--- src/shared/urf_pkg.sv ---
/*
 * Shared constants for the channel A receive mode block: register map,
 * field positions, command codes, reset values and fill thresholds.
 * Assumes a 32-bit APB register bus with byte addresses.
 */
package urf_pkg;

    // Data path widths
    localparam int DATA_W  = 8;
    localparam int STAT_W  = 3;
    localparam int WORD_W  = DATA_W + STAT_W;
    localparam int CNT_W   = 5;
    localparam int IRQ_W   = 3;

    // Register byte offsets
    localparam logic [7:0] OFF_MODE      = 8'h00;
    localparam logic [7:0] OFF_STATUS    = 8'h04;
    localparam logic [7:0] OFF_COMMAND   = 8'h08;
    localparam logic [7:0] OFF_RXDATA    = 8'h0C;
    localparam logic [7:0] OFF_MODE_ZERO = 8'h10;
    localparam logic [7:0] OFF_OUT_PORT  = 8'h14;
    localparam logic [7:0] OFF_IRQ_STAT  = 8'h18;
    localparam logic [7:0] OFF_IRQ_CLR   = 8'h1C;
    localparam logic [7:0] OFF_IRQ_EN    = 8'h20;

    // Field positions in the mode registers
    localparam int MODE1_FLOW_BIT  = 7;
    localparam int MODE1_FILL_BIT  = 6;
    localparam int MODE1_ACC_BIT   = 5;
    localparam int MODE0_FILL_BIT  = 6;
    localparam int MODE0_DEPTH_BIT = 3;

    // Status register bit positions
    localparam int STAT_HAS_DATA = 0;
    localparam int STAT_FULL     = 1;
    localparam int STAT_FILL     = 2;
    localparam int STAT_OVERRUN  = 4;
    localparam int STAT_ERR_LO   = 5;

    // Interrupt event bits
    localparam int IRQ_FILL = 0;
    localparam int IRQ_OVR  = 1;
    localparam int IRQ_ERR  = 2;

    // Command codes, low nibble of the command register
    localparam logic [3:0] CMD_SET_PTR   = 4'h1;
    localparam logic [3:0] CMD_RX_RESET  = 4'h2;
    localparam logic [3:0] CMD_ERR_RESET = 4'h4;

    // Reset values
    localparam logic [7:0] MODE_RST = 8'h00;
    localparam logic [7:0] PORT_RST = 8'h00;

    // Queue depths and receive fill thresholds
    localparam logic [CNT_W-1:0] DEPTH_SHALLOW = 5'h08;
    localparam logic [CNT_W-1:0] DEPTH_DEEP    = 5'h10;
    localparam logic [CNT_W-1:0] FILL_ANY      = 5'h01;
    localparam logic [CNT_W-1:0] FILL8_LOW     = 5'h03;
    localparam logic [CNT_W-1:0] FILL8_HIGH    = 5'h06;
    localparam logic [CNT_W-1:0] FILL16_LOW    = 5'h08;
    localparam logic [CNT_W-1:0] FILL16_HIGH   = 5'h0C;

    typedef enum logic {PTR_ONE, PTR_TWO} urf_ptr_t;

    // Fill level that raises the receive interrupt condition
    function automatic logic [CNT_W-1:0] urf_fill_level(input logic [1:0] code, input logic deep);
        case (code)
            2'b00: urf_fill_level = FILL_ANY;
            2'b01: urf_fill_level = deep ? FILL16_LOW : FILL8_LOW;
            2'b10: urf_fill_level = deep ? FILL16_HIGH : FILL8_HIGH;
            default: urf_fill_level = deep ? DEPTH_DEEP : DEPTH_SHALLOW;
        endcase
    endfunction

endpackage

--- src/shared/urf_fifo_if.sv ---
/*
 * Connection between the receive control logic and its character store.
 * Assumes both ends run on the same clock.
 */
`timescale 1ns/1ps
interface urf_fifo_if #(
    parameter int W  = 11,
    parameter int CW = 5
);
    logic          push;
    logic          pop;
    logic          flush;
    logic [W-1:0]  push_word;
    logic [W-1:0]  head_word;
    logic [CW-1:0] count;

    modport ctrl  (output push, output pop, output flush, output push_word, input head_word, input count);
    modport store (input push, input pop, input flush, input push_word, output head_word, output count);
endinterface

--- src/rtl/urf_rx_fifo.sv ---
/*
 * Receive character store: a circular buffer of data plus status words.
 * Assumes the controller never pops when empty; a push when full is ignored.
 */
`timescale 1ns/1ps
module urf_rx_fifo #(
    parameter int DEPTH = 16
) (
    input  wire logic pclk,
    input  wire logic presetn,
    urf_fifo_if.store fq
);
    localparam int AW = $clog2(DEPTH);

    logic [$bits(fq.push_word)-1:0] mem [DEPTH];
    logic [AW-1:0]                  wr_ptr_ff;
    logic [AW-1:0]                  rd_ptr_ff;
    logic [AW:0]                    count_ff;
    wire                            do_push = fq.push & (count_ff != (AW+1)'(DEPTH));
    wire                            do_pop  = fq.pop & (count_ff != '0);

    assign fq.head_word = mem[rd_ptr_ff];
    assign fq.count     = $bits(fq.count)'(count_ff);

    // Storage needs no reset; stale words are never shown as valid
    always_ff @(posedge pclk) begin
        if (do_push) begin
            mem[wr_ptr_ff] <= fq.push_word;
        end
    end

    // Pointers and occupancy; flush beats push and pop
    always_ff @(posedge pclk or negedge presetn) begin
        if (!presetn) begin
            wr_ptr_ff <= '0;
            rd_ptr_ff <= '0;
            count_ff  <= '0;
        end else if (fq.flush) begin
            wr_ptr_ff <= '0;
            rd_ptr_ff <= '0;
            count_ff  <= '0;
        end else begin
            wr_ptr_ff <= do_push ? AW'((wr_ptr_ff + 1'b1) % DEPTH) : wr_ptr_ff;
            rd_ptr_ff <= do_pop ? AW'((rd_ptr_ff + 1'b1) % DEPTH) : rd_ptr_ff;
            count_ff  <= count_ff + (AW+1)'(do_push) - (AW+1)'(do_pop);
        end
    end
endmodule

--- src/rtl/urf_rx_mode_top.sv ---
/*
 * Channel A receive mode block: mode register pointer, request-to-send
 * flow control, receive fill level, error status accumulation, APB slave
 * and interrupt. Assumes the receiver front end runs on pclk and reports
 * start bits and finished characters as one-cycle pulses.
 */
// Chosen here: the APB interface to the registers.
`timescale 1ns/1ps
//
// Notes on behaviour
// - Reset or command 1 points at mode one
// - Access to mode one moves pointer to two
// - Block errors stay until error or receiver reset
// - Mode one bit 7 enables flow control
// - Start bit while full negates request-to-send
// - Full until next start: overrun, byte dropped
// - Port bit kept; reassert when space frees
// - Port bit 0 drives request-to-send
// - Mode one bit 6 is fill code low bit
// - Mode one bit 5 selects block accumulation
// - Character mode shows top entry status only
// - Block mode ORs status since error reset
// - Fill thresholds per code and depth
// - Mode zero bit 3 selects depth
module urf_rx_mode_top
    import urf_pkg::*;
#(
    parameter int DEPTH = 16
) (
    input  wire logic              pclk,
    input  wire logic              presetn,
    input  wire logic              psel,
    input  wire logic              penable,
    input  wire logic              pwrite,
    input  wire logic [7:0]        paddr,
    input  wire logic [31:0]       pwdata,
    output logic      [31:0]       prdata,
    output logic                   pready,
    output logic                   pslverr,
    input  wire logic              rx_start,
    input  wire logic              rx_char_valid,
    input  wire logic [DATA_W-1:0] rx_char_data,
    input  wire logic              rx_char_framing,
    input  wire logic              rx_char_parity,
    input  wire logic              rx_char_break,
    output logic                   irq,
    output logic                   request_to_send_out_a_n
);
    urf_fifo_if #(.W(WORD_W), .CW(CNT_W)) fq ();

    urf_rx_fifo #(.DEPTH(DEPTH)) u_fifo (
        .pclk    (pclk),
        .presetn (presetn),
        .fq      (fq)
    );

    urf_ptr_t          ptr_ff;
    logic [7:0]        mode_reg_one_a_ff;
    logic [7:0]        mode_reg_two_a_ff;
    logic [7:0]        mode_reg_zero_ff;
    logic [7:0]        output_port_bits_ff;
    logic [IRQ_W-1:0]  irq_stat_ff;
    logic [IRQ_W-1:0]  irq_en_ff;
    logic [STAT_W-1:0] acc_ff;
    logic              overrun_ff;
    logic              rts_neg_ff;
    logic              discard_ff;
    logic              hold_v_ff;
    logic [WORD_W-1:0] hold_ff;
    logic              pop_arm_ff;
    logic              pready_ff;
    logic              pslverr_ff;
    logic [31:0]       prdata_ff;
    logic              irq_ff;
    logic              rts_pin_ff;

    // Bus phases and address decode
    wire access    = psel & penable;
    wire capture   = access & ~pready_ff;
    wire fire      = access & pready_ff;
    wire wr        = fire & pwrite;
    wire hit_mode  = paddr == OFF_MODE;
    wire hit_stat  = paddr == OFF_STATUS;
    wire hit_cmd   = paddr == OFF_COMMAND;
    wire hit_rxd   = paddr == OFF_RXDATA;
    wire hit_mr0   = paddr == OFF_MODE_ZERO;
    wire hit_opr   = paddr == OFF_OUT_PORT;
    wire hit_ist   = paddr == OFF_IRQ_STAT;
    wire hit_icl   = paddr == OFF_IRQ_CLR;
    wire hit_ien   = paddr == OFF_IRQ_EN;
    wire mapped    = hit_mode | hit_stat | hit_cmd | hit_rxd | hit_mr0 | hit_opr | hit_ist | hit_icl | hit_ien;

    // Commands and mode register steering
    wire set_ptr   = wr & hit_cmd & (pwdata[3:0] == CMD_SET_PTR);
    wire err_rst   = wr & hit_cmd & (pwdata[3:0] == CMD_ERR_RESET);
    wire rx_rst    = wr & hit_cmd & (pwdata[3:0] == CMD_RX_RESET);
    wire mode_one  = hit_mode & (ptr_ff == PTR_ONE);
    wire flow_en   = mode_reg_one_a_ff[MODE1_FLOW_BIT];
    wire acc_sel   = mode_reg_one_a_ff[MODE1_ACC_BIT];
    wire [1:0] fill_code = {mode_reg_zero_ff[MODE0_FILL_BIT], mode_reg_one_a_ff[MODE1_FILL_BIT]};
    wire deep      = mode_reg_zero_ff[MODE0_DEPTH_BIT];

    // Queue occupancy against the selected depth
    wire [CNT_W-1:0] depth_now = deep ? DEPTH_SHALLOW << 1 : DEPTH_SHALLOW;
    wire empty     = fq.count == '0;
    wire full      = fq.count >= depth_now;
    wire fill_ok   = fq.count >= urf_fill_level(fill_code, deep);

    // Line side: one character held past the selected depth, then overrun on the next start
    wire ovr_ev    = rx_start & full & hold_v_ff;
    wire in_ok     = rx_char_valid & ~discard_ff & ~ovr_ev;
    wire [WORD_W-1:0] in_word = {rx_char_break, rx_char_framing, rx_char_parity, rx_char_data};
    wire push      = ~full & (hold_v_ff | in_ok);

    assign fq.push      = push & ~rx_rst;
    assign fq.push_word = hold_v_ff ? hold_ff : in_word;
    assign fq.flush     = rx_rst;
    assign fq.pop       = fire & ~pwrite & hit_rxd & pop_arm_ff;

    // Error status of the top entry and its accumulation
    wire [STAT_W-1:0] head_stat = empty ? '0 : fq.head_word[WORD_W-1:DATA_W];
    wire [STAT_W-1:0] err_view  = acc_sel ? acc_ff : head_stat;
    wire [STAT_W-1:0] nxt_acc   = ((err_rst | rx_rst) ? '0 : acc_ff) | head_stat;

    // Status register image
    wire [7:0] status_reg = {err_view, overrun_ff, 1'b0, fill_ok, full, ~empty};

    // Interrupt events; a set in the clearing cycle survives
    wire [IRQ_W-1:0] irq_ev  = {|head_stat, ovr_ev, fill_ok};
    wire [IRQ_W-1:0] irq_clr = (wr & hit_icl) ? pwdata[IRQ_W-1:0] : '0;
    wire [IRQ_W-1:0] nxt_irq_stat = (irq_stat_ff & ~irq_clr) | irq_ev;

    // Read data selection
    wire [7:0] rd_byte =
        hit_mode ? (mode_one ? mode_reg_one_a_ff : mode_reg_two_a_ff) :
        hit_stat ? status_reg :
        hit_rxd  ? (empty ? 8'h00 : fq.head_word[DATA_W-1:0]) :
        hit_mr0  ? mode_reg_zero_ff :
        hit_opr  ? output_port_bits_ff :
        hit_ist  ? {5'h00, irq_stat_ff} :
        hit_ien  ? {5'h00, irq_en_ff} : 8'h00;

    // Pointer: reset or command goes to one, any access to one moves on
    urf_ptr_t nxt_ptr;
    assign nxt_ptr = set_ptr ? PTR_ONE :
                     (fire & mode_one) ? PTR_TWO : ptr_ff;

    // Flow control: negate on a start bit into a full queue, release on space
    wire nxt_rts_neg = flow_en & (rx_start & full | rts_neg_ff & full) & ~rx_rst;

    // APB answer: one wait state, then ready with data or error
    always_ff @(posedge pclk or negedge presetn) begin
        if (!presetn) begin
            pready_ff  <= 1'b0;
            pslverr_ff <= 1'b0;
            prdata_ff  <= 32'h0000_0000;
            pop_arm_ff <= 1'b0;
        end else begin
            pready_ff  <= capture;
            pslverr_ff <= capture & ~mapped;
            prdata_ff  <= capture & ~pwrite ? {24'h00_0000, rd_byte} : 32'h0000_0000;
            pop_arm_ff <= capture & hit_rxd & ~empty;
        end
    end

    // Software-visible registers
    always_ff @(posedge pclk or negedge presetn) begin
        if (!presetn) begin
            ptr_ff              <= PTR_ONE;
            mode_reg_one_a_ff   <= MODE_RST;
            mode_reg_two_a_ff   <= MODE_RST;
            mode_reg_zero_ff    <= MODE_RST;
            output_port_bits_ff <= PORT_RST;
            irq_en_ff           <= '0;
        end else begin
            ptr_ff <= nxt_ptr;
            if (wr & mode_one) begin
                mode_reg_one_a_ff <= pwdata[7:0];
            end
            if (wr & hit_mode & ~mode_one) begin
                mode_reg_two_a_ff <= pwdata[7:0];
            end
            if (wr & hit_mr0) begin
                mode_reg_zero_ff <= pwdata[7:0];
            end
            if (wr & hit_opr) begin
                output_port_bits_ff <= pwdata[7:0];
            end
            if (wr & hit_ien) begin
                irq_en_ff <= pwdata[IRQ_W-1:0];
            end
        end
    end

    // Receive side state: held character, discard, overrun, errors
    always_ff @(posedge pclk or negedge presetn) begin
        if (!presetn) begin
            hold_v_ff  <= 1'b0;
            hold_ff    <= '0;
            discard_ff <= 1'b0;
            overrun_ff <= 1'b0;
            acc_ff     <= '0;
            rts_neg_ff <= 1'b0;
        end else begin
            acc_ff     <= nxt_acc;
            rts_neg_ff <= nxt_rts_neg;
            overrun_ff <= ovr_ev | (overrun_ff & ~err_rst & ~rx_rst);
            discard_ff <= ~rx_rst & (ovr_ev | (discard_ff & ~rx_char_valid));
            if (rx_rst) begin
                hold_v_ff <= 1'b0;
            end else if (hold_v_ff & push) begin
                hold_v_ff <= in_ok;
                hold_ff   <= in_word;
            end else if (~hold_v_ff & in_ok & ~push) begin
                hold_v_ff <= 1'b1;
                hold_ff   <= in_word;
            end
        end
    end

    // Pin and interrupt outputs; pin is high (negated) when the port bit is clear
    always_ff @(posedge pclk or negedge presetn) begin
        if (!presetn) begin
            irq_stat_ff <= '0;
            irq_ff      <= 1'b0;
            rts_pin_ff  <= 1'b1;
        end else begin
            irq_stat_ff <= nxt_irq_stat;
            irq_ff      <= |(irq_stat_ff & irq_en_ff);
            rts_pin_ff  <= ~output_port_bits_ff[0] | rts_neg_ff;
        end
    end

    assign prdata  = prdata_ff;
    assign pready  = pready_ff;
    assign pslverr = pslverr_ff;
    assign irq     = irq_ff;
    assign request_to_send_out_a_n = rts_pin_ff;
endmodule

--- config.mk ---
export PLATFORM = sky130hd
export DESIGN_NAME = urf_rx_mode_top
export DESIGN_NICKNAME = d
export VERILOG_FILES = /design/src/shared/urf_pkg.sv /design/src/shared/urf_fifo_if.sv /design/src/rtl/urf_rx_fifo.sv /design/src/rtl/urf_rx_mode_top.sv
export SDC_FILE = /design/constraint.sdc
export NUM_CORES = 1
export LEC_CHECK = 0
export ABC_AREA = 1
export CAP_MARGIN = 30
export CORE_UTILIZATION = 40
export DETAILED_ROUTE_END_ITERATION = 7
export DONT_BUFFER_PORTS = 1
export HOLD_SLACK_MARGIN = 0.06
export PLACE_DENSITY_LB_ADDON = 0.3
export RECOVER_POWER = 50
export SKIP_LAST_GASP = 1
export SLEW_MARGIN = 5
export SYNTH_ARGS = -nofsm -noshare
export SYNTH_HDL_FRONTEND = slang
export SYNTH_SLANG_ARGS = --single-unit
--- constraint.sdc ---
create_clock -name pclk -period 4.56 [get_ports pclk]
set_input_delay 0.912 -clock pclk [delete_from_list [all_inputs] [get_ports pclk]]
set_output_delay 0.912 -clock pclk [all_outputs]
set_load 0.02 [all_outputs]
==> results.py, run 1 <==
metrics = {
    "run_status": {
        "status": "complete, no violations",
    },
    "clock_tree": {
        "clockBufferDepth": 3,
        "cts_sinks": 259,
        "cts_tree": "yes",
        "clk_latency_ps": 540,
        "cts-root-buf": "clkbuf_16",
        "clkTransAtPathRegs_ps": 60,
        "h-tree-depth": 1,
        "cts-buffers-inserted": 26,
        "cts_setup_buffers": 0,
    },
    "synthesis": {
        "syn_area_um2": 11900,
        "synth_compound_area_share_pct": 6.06,
        "synth_top_family_by_area": "simple AND/OR/NAND/NOR gates",
        "synth_xor_area_share_pct": 0.222,
        "synthAdderAreaFrac_pct": 2.07,
        "ys_types": 45,
        "ys_ff_latch": 259,
        "muxShareOfSynthArea_pct": 0,
        "ys_seq_area_share_pct": 62.1,
        "synth_cells": 1193,
        "ys_warn_count": 0,
        "yosys.area_share.simple_pct": 23.2,
        "avgSynthCellArea_um2": 9.94,
    },
    "grt": {
        "grt_max_degree": 65,
        "overflow": 0,
        "grt_usage_pct": 18.3,
        "antenna_found_initial": 0,
        "grt_pass1_vias": 7562,
        "grt_pass1_wl_um": 42800,
    },
    "drt": {
        "drt_iter0_drc": 710,
        "viasPerCell": 5.11,
        "firstDrtPassIters": 5,
        "dr_wl_met3_um": 1330,
        "maxUsedRoutingLayer": "met4",
        "ant_nets": 0,
        "met1_length_um": 12900,
        "wl_per_cell_um": 17.3,
        "routed-wl-met2_um": 12600,
        "totalWireLength_um": 27800,
        "drc": 0,
        "via_count": 8174,
    },
    "timing": {
        "hold_viol_final": 0,
        "fmax_ghz": 0.292,
        "setup_viol": 0,
        "rsz0062_at_grt": "false",
        "finClkSkew_ps": 16.8,
        "hold_ws_ps": 74.0,
        "drv_slew": 0,
        "fin_crit_ps": 3430,
        "tightestPinTransition_ps": 1050,
        "setup_tns_ps": 0,
        "slew_headroom_pct": 29.7,
        "fin_crit_sh_pct": 75.1,
    },
    "power": {
        "ir_drop_mv": 0.412,
        "p_per_area_nw_per_um2": 485,
        "p_leak_nw": 5.33,
        "power_w": 0.00628,
    },
    "floorplan": {
        "die_h_um": 174,
        "initial_utilization_pct": 41.0,
        "die-area_um2": 30300,
        "io_pins": 94,
        "die_w_um": 174,
        "rows": 62,
        "core-area_um2": 28900,
    },
    "worst_setup_path": {
        "crit_buf_inv": 5,
        "crit_required_ps": 4990,
        "regToRegSetupSlack_ps": 1130,
        "r2r_end": "u_fifo.fq.count[4]",
        "crit_path_max_fanout": 9,
        "r2r-start": "u_fifo.fq.count[2]",
        "crit_cells": 17,
        "slowest_delay_ps": 380,
        "cp.arrival_ps": 3860,
        "cp-end-kind": "flop",
        "endpoint": "u_fifo.fq.count[4]",
        "path_common_cell": "inv_1",
        "startpoint_type": "flop",
        "crit_family": "simple AND/OR/NAND/NOR gates",
        "path_class": "flop to flop",
        "crit_chain": "inv_1, ha_1, nand3_1, inv_1, nor2_4, and3_4, ha_1, inv_1, ha_1, inv_1, fa_1, or2_2, a21oi_1, nor2_1, xor2_1, nand2_1, inv_1",
        "crit_path_top_delay_cell": "dfrtp_1",
        "cp-startpoint": "u_fifo.fq.count[2]",
        "rr_worst_depth": 17,
    },
    "layout": {
        "fillers": 2744,
        "layout-drive-gt1-share_pct": 6.91,
        "fin_util_pct": 44.8,
        "layout.nets": 1275,
        "antenna_cells": 0,
        "fin_area_um2": 13000,
        "area_growth_pct": 9.23,
    },
    "placement": {
        "place_area_um2": 12200,
        "hpwl_um": 17500,
        "port_buffers": 0,
        "gp_congestion": 0.884,
    },
    "run": {
        "maxCapViolCount": 0,
    },
    "hold_path": {
        "hp-class": "primary input to asynchronous set/reset pin",
    },
}
kinds of logic (layout without fill, tap and decap cells):
logic type / count (synthesis) / count (layout)
fa+ha+maj: 19 / 19
xor+xnor: 3 / 3
compound gates: 133 / 133
simple gates: 626 / 626
buf+inv: 152 / 152
other cells: 1 / 24
flops: 259 / 259
layout by cell type (no fill, tap or decap), types with 3 or more instances in the layout:
cell / n
nand2_1: 373
edfxtp_1: 176
nand3_1: 121
nor2_1: 83
dfrtp_1: 81
o21ai_0: 76
inv_1: 75
a21oi_1: 28
clkbuf_16: 27
conb_1: 24
nand4_1: 20
buf_4: 20
ha_1: 18
clkbuf_1: 12
o211ai_1: 11
o21ai_1: 9
nor3_1: 5
clkinv_2: 5
nor2_4: 4
nand2_4: 3
or2_2: 3
xor2_1: 3
dlygate4sd3_1: 3
Yosys cell counts (all sizes together):
library cell	number	area [um2]
clkbuf	14	52.6
buf	59	393
o21ai	87	443
dfstp	1	26.3
o221ai	1	8.76
edfxtp	176	5290
dfrtp	82	2050
nand3b	1	7.51
nand2	377	1450
ha	18	225
nor2	89	398
nand3	124	668
nor4	1	6.26
and3	2	17.5
nor3	8	61.3
xor2	3	26.3
a31oi	2	12.5
nand4	20	125
a21oi	28	140
o31ai	1	7.51
conb	1	3.75
or2	4	25.0
a211oi	2	15.0
o2111ai	1	8.76
o211ai	11	82.6
inv	79	302
fa	1	20.0
routing by layer:
layer  vias up  track usage [%]
met5         -                0
met4         0             7.27
met3        53             2.25
met2       233             28.6
met1      3915             25.8
li1       3973                -
flip-flops by register name, summed over array words and instances, names as in the netlist, 5 cells and up:
| name | count |
|---|---|
| output_port_bits_ff | 8 |
| mode_reg_one_a_ff | 8 |
| mode_reg_zero_ff | 8 |
| prdata | 8 |
| mode_reg_two_a_ff | 8 |
| hold_ff | 11 |
| u_fifo.mem | 176 |
| u_fifo.fq.count | 5 |
power breakdown:
group          total, W  switching (W)  internal, W
clock network   0.00199       0.000846      0.00114
logic           0.00115       0.000858     0.000293
registers       0.00314       0.000117      0.00303
cell type report:
type / instances / area, um2 / share of cell area, %
sequential: 259 / 7360 / 56.8
multi-input combinational: 805 / 3780 / 29.2
clock buffer: 38 / 717 / 5.53
tap: 384 / 480 / 3.71
inverter: 79 / 302 / 2.33
timing repair buffer: 27 / 246 / 1.90
clock inverter: 8 / 62.6 / 0.483
how the worst min path moves through the flow:
stage / startpoint / endpoint / slack (ps) / depth (start not counted)
after detailed placement: hold_ff[8] / hold_ff[8] / 460 / 2
after global routing: presetn / mode_reg_two_a_ff[0] / 60 / 0
final: presetn / prdata[3] / 70 / 0
after global placement: hold_ff[8] / hold_ff[8] / 450 / 2
after floorplan: output_port_bits_ff[0] / request_to_send_out_a_n / 400 / 1
after CTS: presetn / prdata[7] / 60 / 0
metrics by stage:
step,worst slack [ps],std cells
finish,1130,1600
global route,723,1600
CTS,1130,1598
detailed placement,840,1549
global placement,874,1546
floorplan,1170,1216
repair_timing:
action | CTS | global route
resized for setup | 0 | 0
hold endpoints to repair | 17 | 0
hold buffers | 3 | 0
No activity file was read; power rests on OpenSTA's default activity.
==> run 2: changes to the inputs <==
- ABC_AREA: 1 -> 0
- clock period: 4.56 -> 3.2 ns (I/O delays scaled with it)
==> run 2 against run 1 <==
Effect of this change: the run now ends with max-capacitance violations, max-slew violations left; register-to-register slack got worse by 950 ps; count of clock-buffer cells in the layout fell by 6; global-route usage is 0.075 points higher; total power up 50%; sequential share of layout area is 1.3 points lower; via count decreased by 19%; highest routed layer unchanged; hold slack gained 130 ps; die area down 1.9%; critical path depth is 2 lower; worst setup slack lost 950 ps; clock skew shrank 5.7 ps; non-clock buffer count is 16 higher.
==> results.py, run 2 <==
metrics = {
    "run_status": {
        "status": "finished with violations",
        "violations": "max-capacitance violations, max-slew violations",
    },
    "drt": {
        "ant_nets": 0,
        "via_count": 6633,
        "firstDrtPassIters": 5,
        "wl_per_cell_um": 22.9,
        "drc": 0,
        "viasPerCell": 5.65,
        "totalWireLength_um": 26900,
        "drt_iter0_drc": 521,
    },
    "synthesis": {
        "ys_seq_area_share_pct": 63.3,
        "ys_ff_latch": 259,
        "yosysMostFrequentCell": "edfxtp_1",
        "yosys.area_share.simple_pct": 8.07,
        "avgSynthCellArea_um2": 15.7,
        "synth_top_family_by_area": "multiplexers",
        "synth_xor_area_share_pct": 0.678,
        "synth_common_cells": "176 x edfxtp_1, 82 x dfrtp_1, 71 x mux2_2",
        "synthFlopType": "edfxtp_1",
        "synth_top_area_share_pct": 45.4,
        "ys_async_sr_fraction_pct": 32.0,
        "ys_types": 70,
        "syn_area_um2": 11600,
        "synthTopCellsByArea": "edfxtp_1 45%, dfrtp_1 18%, mux4_2 8.7%, mux2_2 6.9%, ha_1 1.9%",
        "synthAdderAreaFrac_pct": 2.11,
        "ys_warn_count": 0,
        "synth_compound_area_share_pct": 4.80,
        "synth_cells": 742,
        "muxShareOfSynthArea_pct": 17.2,
        "synth_edf_count": 176,
        "yosys.area.top_type": "edfxtp_1",
    },
    "grt": {
        "overflow": 0,
        "antenna_found_initial": 0,
        "grt_max_degree": 84,
        "grt_pass1_vias": 6756,
        "grt_pass1_wl_um": 41400,
        "grt_usage_pct": 18.3,
    },
    "hold_path": {
        "hold-path-endpoint": "ptr_ff",
        "hp-start": "pwdata[0]",
        "worst_hold_path.num_cells": 1,
        "hp-class": "primary input to flop",
    },
    "placement": {
        "dpl_worst_slack_ps": -314,
        "gp_congestion": 0.909,
        "hpwl_um": 17900,
        "port_buffers": 0,
        "place_area_um2": 12400,
    },
    "worst_setup_path": {
        "cp.arrival_ps": 3480,
        "startpoint_type": "flop",
        "cp-end-kind": "flop",
        "path_class": "flop to flop",
        "crit_required_ps": 3660,
        "regToRegSetupSlack_ps": 190,
        "r2r-start": "u_fifo.fq.count[3]",
        "r2r_end": "u_fifo.fq.count[4]",
        "rr_worst_depth": 15,
        "crit_path_max_fanout": 4,
    },
    "clock_tree": {
        "cts_setup_buffers": 0,
        "cts_sinks": 259,
        "cts-buffers-inserted": 27,
        "clk_latency_ps": 540,
        "clockBufferDepth": 3,
        "clkTransAtPathRegs_ps": 60,
        "h-tree-depth": 1,
        "cts-root-buf": "clkbuf_16",
        "cts_tree": "yes",
    },
    "layout": {
        "layout-drive-gt1-share_pct": 28.9,
        "largest_reg_flops": 176,
        "area_growth_pct": 14.0,
        "fin_area_um2": 13300,
        "final_cell_mix": "176 x edfxtp_1, 80 x dfrtp_1, 60 x mux2_2",
        "regMostFlops": "u_fifo.mem",
        "largest_registers": "u_fifo.mem x176, hold_ff x11",
        "antenna_cells": 0,
        "mostFrequentLayoutCell": "edfxtp_1",
        "fin_util_pct": 46.3,
        "layout.nets": 847,
    },
    "floorplan": {
        "die-area_um2": 29800,
        "rows": 62,
        "die_h_um": 173,
        "initial_utilization_pct": 40.6,
        "io_pins": 94,
        "core-area_um2": 28600,
        "die_w_um": 173,
    },
    "timing": {
        "drv_slew": 84,
        "hold_viol_final": 0,
        "setup_tns_ps": 0,
        "layout_setup_ws_ps": 188,
        "tightestPinTransition_ps": 2200,
        "setup_viol": 0,
        "fin_crit_ps": 3010,
        "fin_crit_sh_pct": 94.1,
        "slew_headroom_pct": -46.8,
        "fmax_ghz": 0.332,
        "finClkSkew_ps": 11.1,
    },
    "run": {
        "maxCapViolCount": 1,
    },
    "power": {
        "ir_drop_mv": 0.394,
        "p_leak_nw": 4.70,
        "p_per_area_nw_per_um2": 709,
    },
}
run 2: cell count changes in the layout (fill, tap and decap cells not counted), moves of 55 or more:
cell     delta
o21ai_0    -65
nor2_1     -55
nand2_1   -350
inv_1      -57
nand3_1   -108
mux2_2     +60
run 2: kinds of logic after synthesis:
| logic type | after synthesis |
|---|---|
| adder cells (fa/ha/maj) | 19 |
| buffers and inverters | 86 |
| flip-flops | 259 |
| XOR/XNOR | 9 |
| AND/OR/NAND/NOR | 154 |
| AO/OA/AOI/OAI | 79 |
| multiplexers | 135 |
| other | 1 |
run 2: timing repair:
| item | 4_1_cts | 5_1_grt |
|---|---|---|
| hold buffers | 2 | 0 |
| endpoints found under the hold margin | 83 | 0 |
| pin swaps | 0 | 1 |
| endpoints found under the setup margin | 1 | 1 |
| resized for setup | 2 | 4 |
run 2: how the worst max path moves through the flow:
stage / start / cells past startpoint / to / slack, ps
6_report: u_fifo.fq.count[3] / 15 / u_fifo.fq.count[4] / 190
5_1_grt: u_fifo.fq.count[3] / 15 / u_fifo.fq.count[4] / -7
4_1_cts: u_fifo.fq.count[2] / 15 / u_fifo.fq.count[4] / 40
3_5_place_dp: paddr[5] / 13 / u_fifo.fq.count[4] / -310
3_3_place_gp: paddr[5] / 13 / u_fifo.fq.count[4] / -270
2_1_floorplan: paddr[7] / 15 / u_fifo.fq.count[4] / -350
run 2: final cells by class:
cell class                      instances  area (um2)
Clock buffer                           32         694
Clock inverter                         16         170
Fill cell                            2437       15400
Inverter                               19        76.3
Multi-Input combinational cell        420        4000
Sequential cell                       259        7370
Tap cell                              384         480
Timing Repair Buffer                   43         477
run 2: metrics by stage:
| step | power, W | hold WS [ps] | instances |
|---|---|---|---|
| after floorplan | 0.00571 | 344 | 765 |
| after global placement | 0.00626 | 350 | 1122 |
| after detailed placement | 0.00641 | 347 | 1123 |
| after CTS | 0.00951 | 179 | 1173 |
| after global routing | 0.00985 | 191 | 1173 |
| final | 0.00940 | 201 | 1173 |
run 2: routing by layer:
| layer | global-route usage, % | up-vias | wire length (um) |
|---|---|---|---|
| met3 | 4.18 | 70 | 1680 |
| met4 | 6.77 | 0 | 1050 |
| met1 | 23.6 | 3455 | 11000 |
| li1 | - | 2896 | - |
| met2 | 30.3 | 212 | 13200 |
| met5 | 0 | - | 0 |
run 2: power by group:
group	internal [W]	leakage [nW]	switching (W)	total [W]
logic	0.000733	1.63	0.00109	0.00183
clock network	0.00179	0.421	0.00127	0.00306
registers	0.00430	2.65	0.000216	0.00451
run 2: worst max-delay path, cell delays in order, from the launching register on:
cell	delay (ps)
dfrtp_1	380
inv_1	100
ha_1	270
or4b_2	630
a21boi_4	200
nor3_2	100
nand2_8	90
inv_6	30
ha_2	160
inv_1	60
fa_1	180
inv_1	50
a21oi_1	120
nor2_1	60
or3_1	340
a21oi_1	150
==> run 3: changes to the inputs <==
- PLACE_DENSITY: default -> 0.63
- PLACE_DENSITY_LB_ADDON: 0.3 -> default
- SYNTH_HIERARCHICAL: default -> 1
==> run 3 against run 2 <==
Effect of this change: global-route usage is 1.7 points lower; the flow now finishes without violations; count of clock-buffer cells in the layout unchanged; critical path type unchanged; combinational power barely moved; largest power group unchanged; area after synthesis grew 0.95%; flip-flop and latch count unchanged.
==> results.py, run 3 <==
metrics = {
    "placement": {
        "gp_congestion": 0.851,
        "place_area_um2": 12300,
        "port_buffers": 0,
        "hpwl_um": 16700,
        "dp.cells": 1164,
    },
    "worst_setup_path": {
        "cp-end-kind": "flop",
        "path_class": "flop to flop",
        "crit_required_ps": 3620,
        "slowest_delay_ps": 450,
        "path_common_cell": "inv_2",
        "crit_path_max_fanout": 3,
        "cp.arrival_ps": 3430,
        "crit_chain": "inv_2, ha_1, or4b_4, a21boi_2, or2_1, nor3_2, and2_4, inv_4, ha_4, inv_2, ha_4, inv_2, fa_2, nor2b_2, o21bai_1, a21oi_1, nor3b_2",
        "crit_buf_inv": 4,
        "startpoint_type": "flop",
        "crit_path_top_delay_cell": "or4b_4",
        "crit_family": "simple AND/OR/NAND/NOR gates",
    },
    "clock_tree": {
        "clk_latency_ps": 530,
        "cts-root-buf": "clkbuf_16",
        "h-tree-depth": 1,
        "cts_tree": "yes",
        "cts-buffers-inserted": 27,
        "clkTransAtPathRegs_ps": 60,
        "clockBufferDepth": 3,
        "cts_sinks": 259,
    },
    "layout": {
        "layout.nets": 892,
        "final_cell_mix": "176 x edfxtp_1, 81 x dfrtp_1, 54 x mux2i_1",
        "layout-drive-gt1-share_pct": 25.5,
        "fillers": 2506,
        "antenna_cells": 0,
        "fin_util_pct": 46.1,
        "largest_reg_flops": 176,
        "largest_registers": "u_fifo/mem x176, hold_ff x11",
        "regMostFlops": "u_fifo/mem",
        "fin_area_um2": 13300,
        "mostFrequentLayoutCell": "edfxtp_1",
        "area_growth_pct": 12.9,
        "fin_cells": 1220,
    },
    "timing": {
        "setup_viol": 0,
        "hold_ws_ps": 248,
        "fin_crit_sh_pct": 94.1,
        "slew_headroom_pct": 36.4,
        "tightestPinTransition_ps": 950,
        "finClkSkew_ps": 12.3,
        "fin_crit_ps": 3010,
        "hold_viol_final": 0,
        "drv_slew": 0,
        "setup_tns_ps": 0,
        "rsz0062_at_grt": "true",
        "fmax_ghz": 0.332,
    },
    "synthesis": {
        "yosys.area.top_type": "edfxtp_1",
        "syn_area_um2": 11700,
        "yosysMostFrequentCell": "edfxtp_1",
        "synth_top_area_share_pct": 45.0,
        "avgSynthCellArea_um2": 15.3,
        "synth_common_cells": "176 x edfxtp_1, 82 x dfrtp_1, 54 x mux2i_1",
        "synthTopCellsByArea": "edfxtp_1 45%, dfrtp_1 17%, mux2_2 4.8%, mux2i_1 4.6%, mux4_2 4.2%",
        "ys_ff_latch": 259,
        "ys_warn_count": 6,
        "synth_edf_count": 176,
        "ys_seq_area_share_pct": 62.7,
        "synthFlopType": "edfxtp_1",
        "ys_async_sr_fraction_pct": 32.0,
        "ys_types": 76,
        "synth_cells": 769,
    },
    "power": {
        "p_leak_nw": 4.95,
        "ir_drop_mv": 0.518,
        "p_per_area_nw_per_um2": 708,
    },
    "grt": {
        "grt_pass1_vias": 6514,
        "overflow": 0,
        "grt_usage_pct": 16.7,
        "grt_max_degree": 84,
        "grt_pass1_wl_um": 38600,
        "antenna_found_initial": 0,
    },
    "floorplan": {
        "die_h_um": 173,
        "core-area_um2": 28800,
        "die_w_um": 173,
        "die-area_um2": 30000,
        "io_pins": 94,
        "initial_utilization_pct": 40.8,
        "rows": 62,
    },
    "drt": {
        "wl_per_cell_um": 20.1,
        "firstDrtPassIters": 5,
        "via_count": 6475,
        "drt_iter0_drc": 446,
        "totalWireLength_um": 24600,
        "ant_nets": 0,
        "drc": 0,
        "viasPerCell": 5.31,
    },
    "hold_path": {
        "hp-class": "primary input to flop",
    },
    "run_status": {
        "status": "complete, no violations",
    },
    "run": {
        "maxCapViolCount": 0,
    },
}
## run 3: what timing repair did
item / 4_1_cts / 5_1_grt
hold buffers: 2 / 0
endpoints found under the hold margin: 83 / 0
buffers inserted: 0 / 1
endpoints found under the setup margin: 0 / 12
resized for setup: 0 / 6
## run 3: stage by stage
stage	power [W]	setup slack, ps
floorplan	0.00576	-160
global placement	0.00621	-38.2
detailed placement	0.00628	-55.2
CTS	0.00945	27.4
global route	0.00983	-0.211
finish	0.00939	188
## run 3: final cells by class
cell class	count	area [um2]	share of cell area (%)
sequential	259	7370	55.6
multi-input combinational	446	3980	30.0
clock buffer	32	694	5.24
tap	384	480	3.63
timing repair buffer	58	458	3.46
clock inverter	18	190	1.43
inverter	23	88.8	0.670
## run 3: kinds of logic after synthesis
| logic type | synth area share, % |
|---|---|
| other cells | 0.0319 |
| xor+xnor | 0.820 |
| flops | 62.7 |
| compound gates | 7.67 |
| fa+ha+maj | 2.17 |
| buf+inv | 4.69 |
| mux | 14.9 |
| simple gates | 7.02 |
## run 3: final timing paths
| path | endpoint | from | depth (start not counted) | slack (ps) |
|---|---|---|---|---|
| worst max-delay path | u_fifo/fq.count[4] | mode_reg_zero_ff[3] | 17 | 190 |
| worst min-delay path | ptr_ff | pwdata[1] | 2 | 250 |
| worst max register to register | u_fifo/fq.count[4] | mode_reg_zero_ff[3] | 17 | 190 |
| worst min register to register | request_to_send_out_a_n | output_port_bits_ff[0] | 1 | 470 |
| max in group asynchronous | u_fifo/rd_ptr_ff[0] | presetn | 2 | 2130 |
| min in group asynchronous | mode_reg_two_a_ff[0] | presetn | 2 | 670 |
## run 3: power breakdown
part	internal, W	total (W)	switching (W)
clock	0.00187	0.00313	0.00126
sequential	0.00428	0.00443	0.000148
combinational	0.000722	0.00182	0.00110
## run 3: per-layer routing
metal / share of wire (%) / vias up / track usage (%) / wire length (um)
met1: 46 / 3241 / 23.9 / 11300
met3: 5.3 / 38 / 2.17 / 1310
li1: - / 2995 / - / -
met2: 46 / 201 / 26.5 / 11400
met5: 0 / - / 0 / 0
met4: 2.4 / 0 / 4.94 / 585
## run 3: worst reg2reg max path, cell delays in order (launching register included)
cell      delay, ps
dfrtp_1         370
inv_2            50
ha_1            260
or4b_4          450
a21boi_2        140
or2_1           140
nor3_2           60
and2_4          160
inv_4            50
ha_4            180
inv_2            60
ha_4            120
inv_2            30
fa_2            330
nor2b_2         130
o21bai_1        100
a21oi_1         190
nor3b_2          60
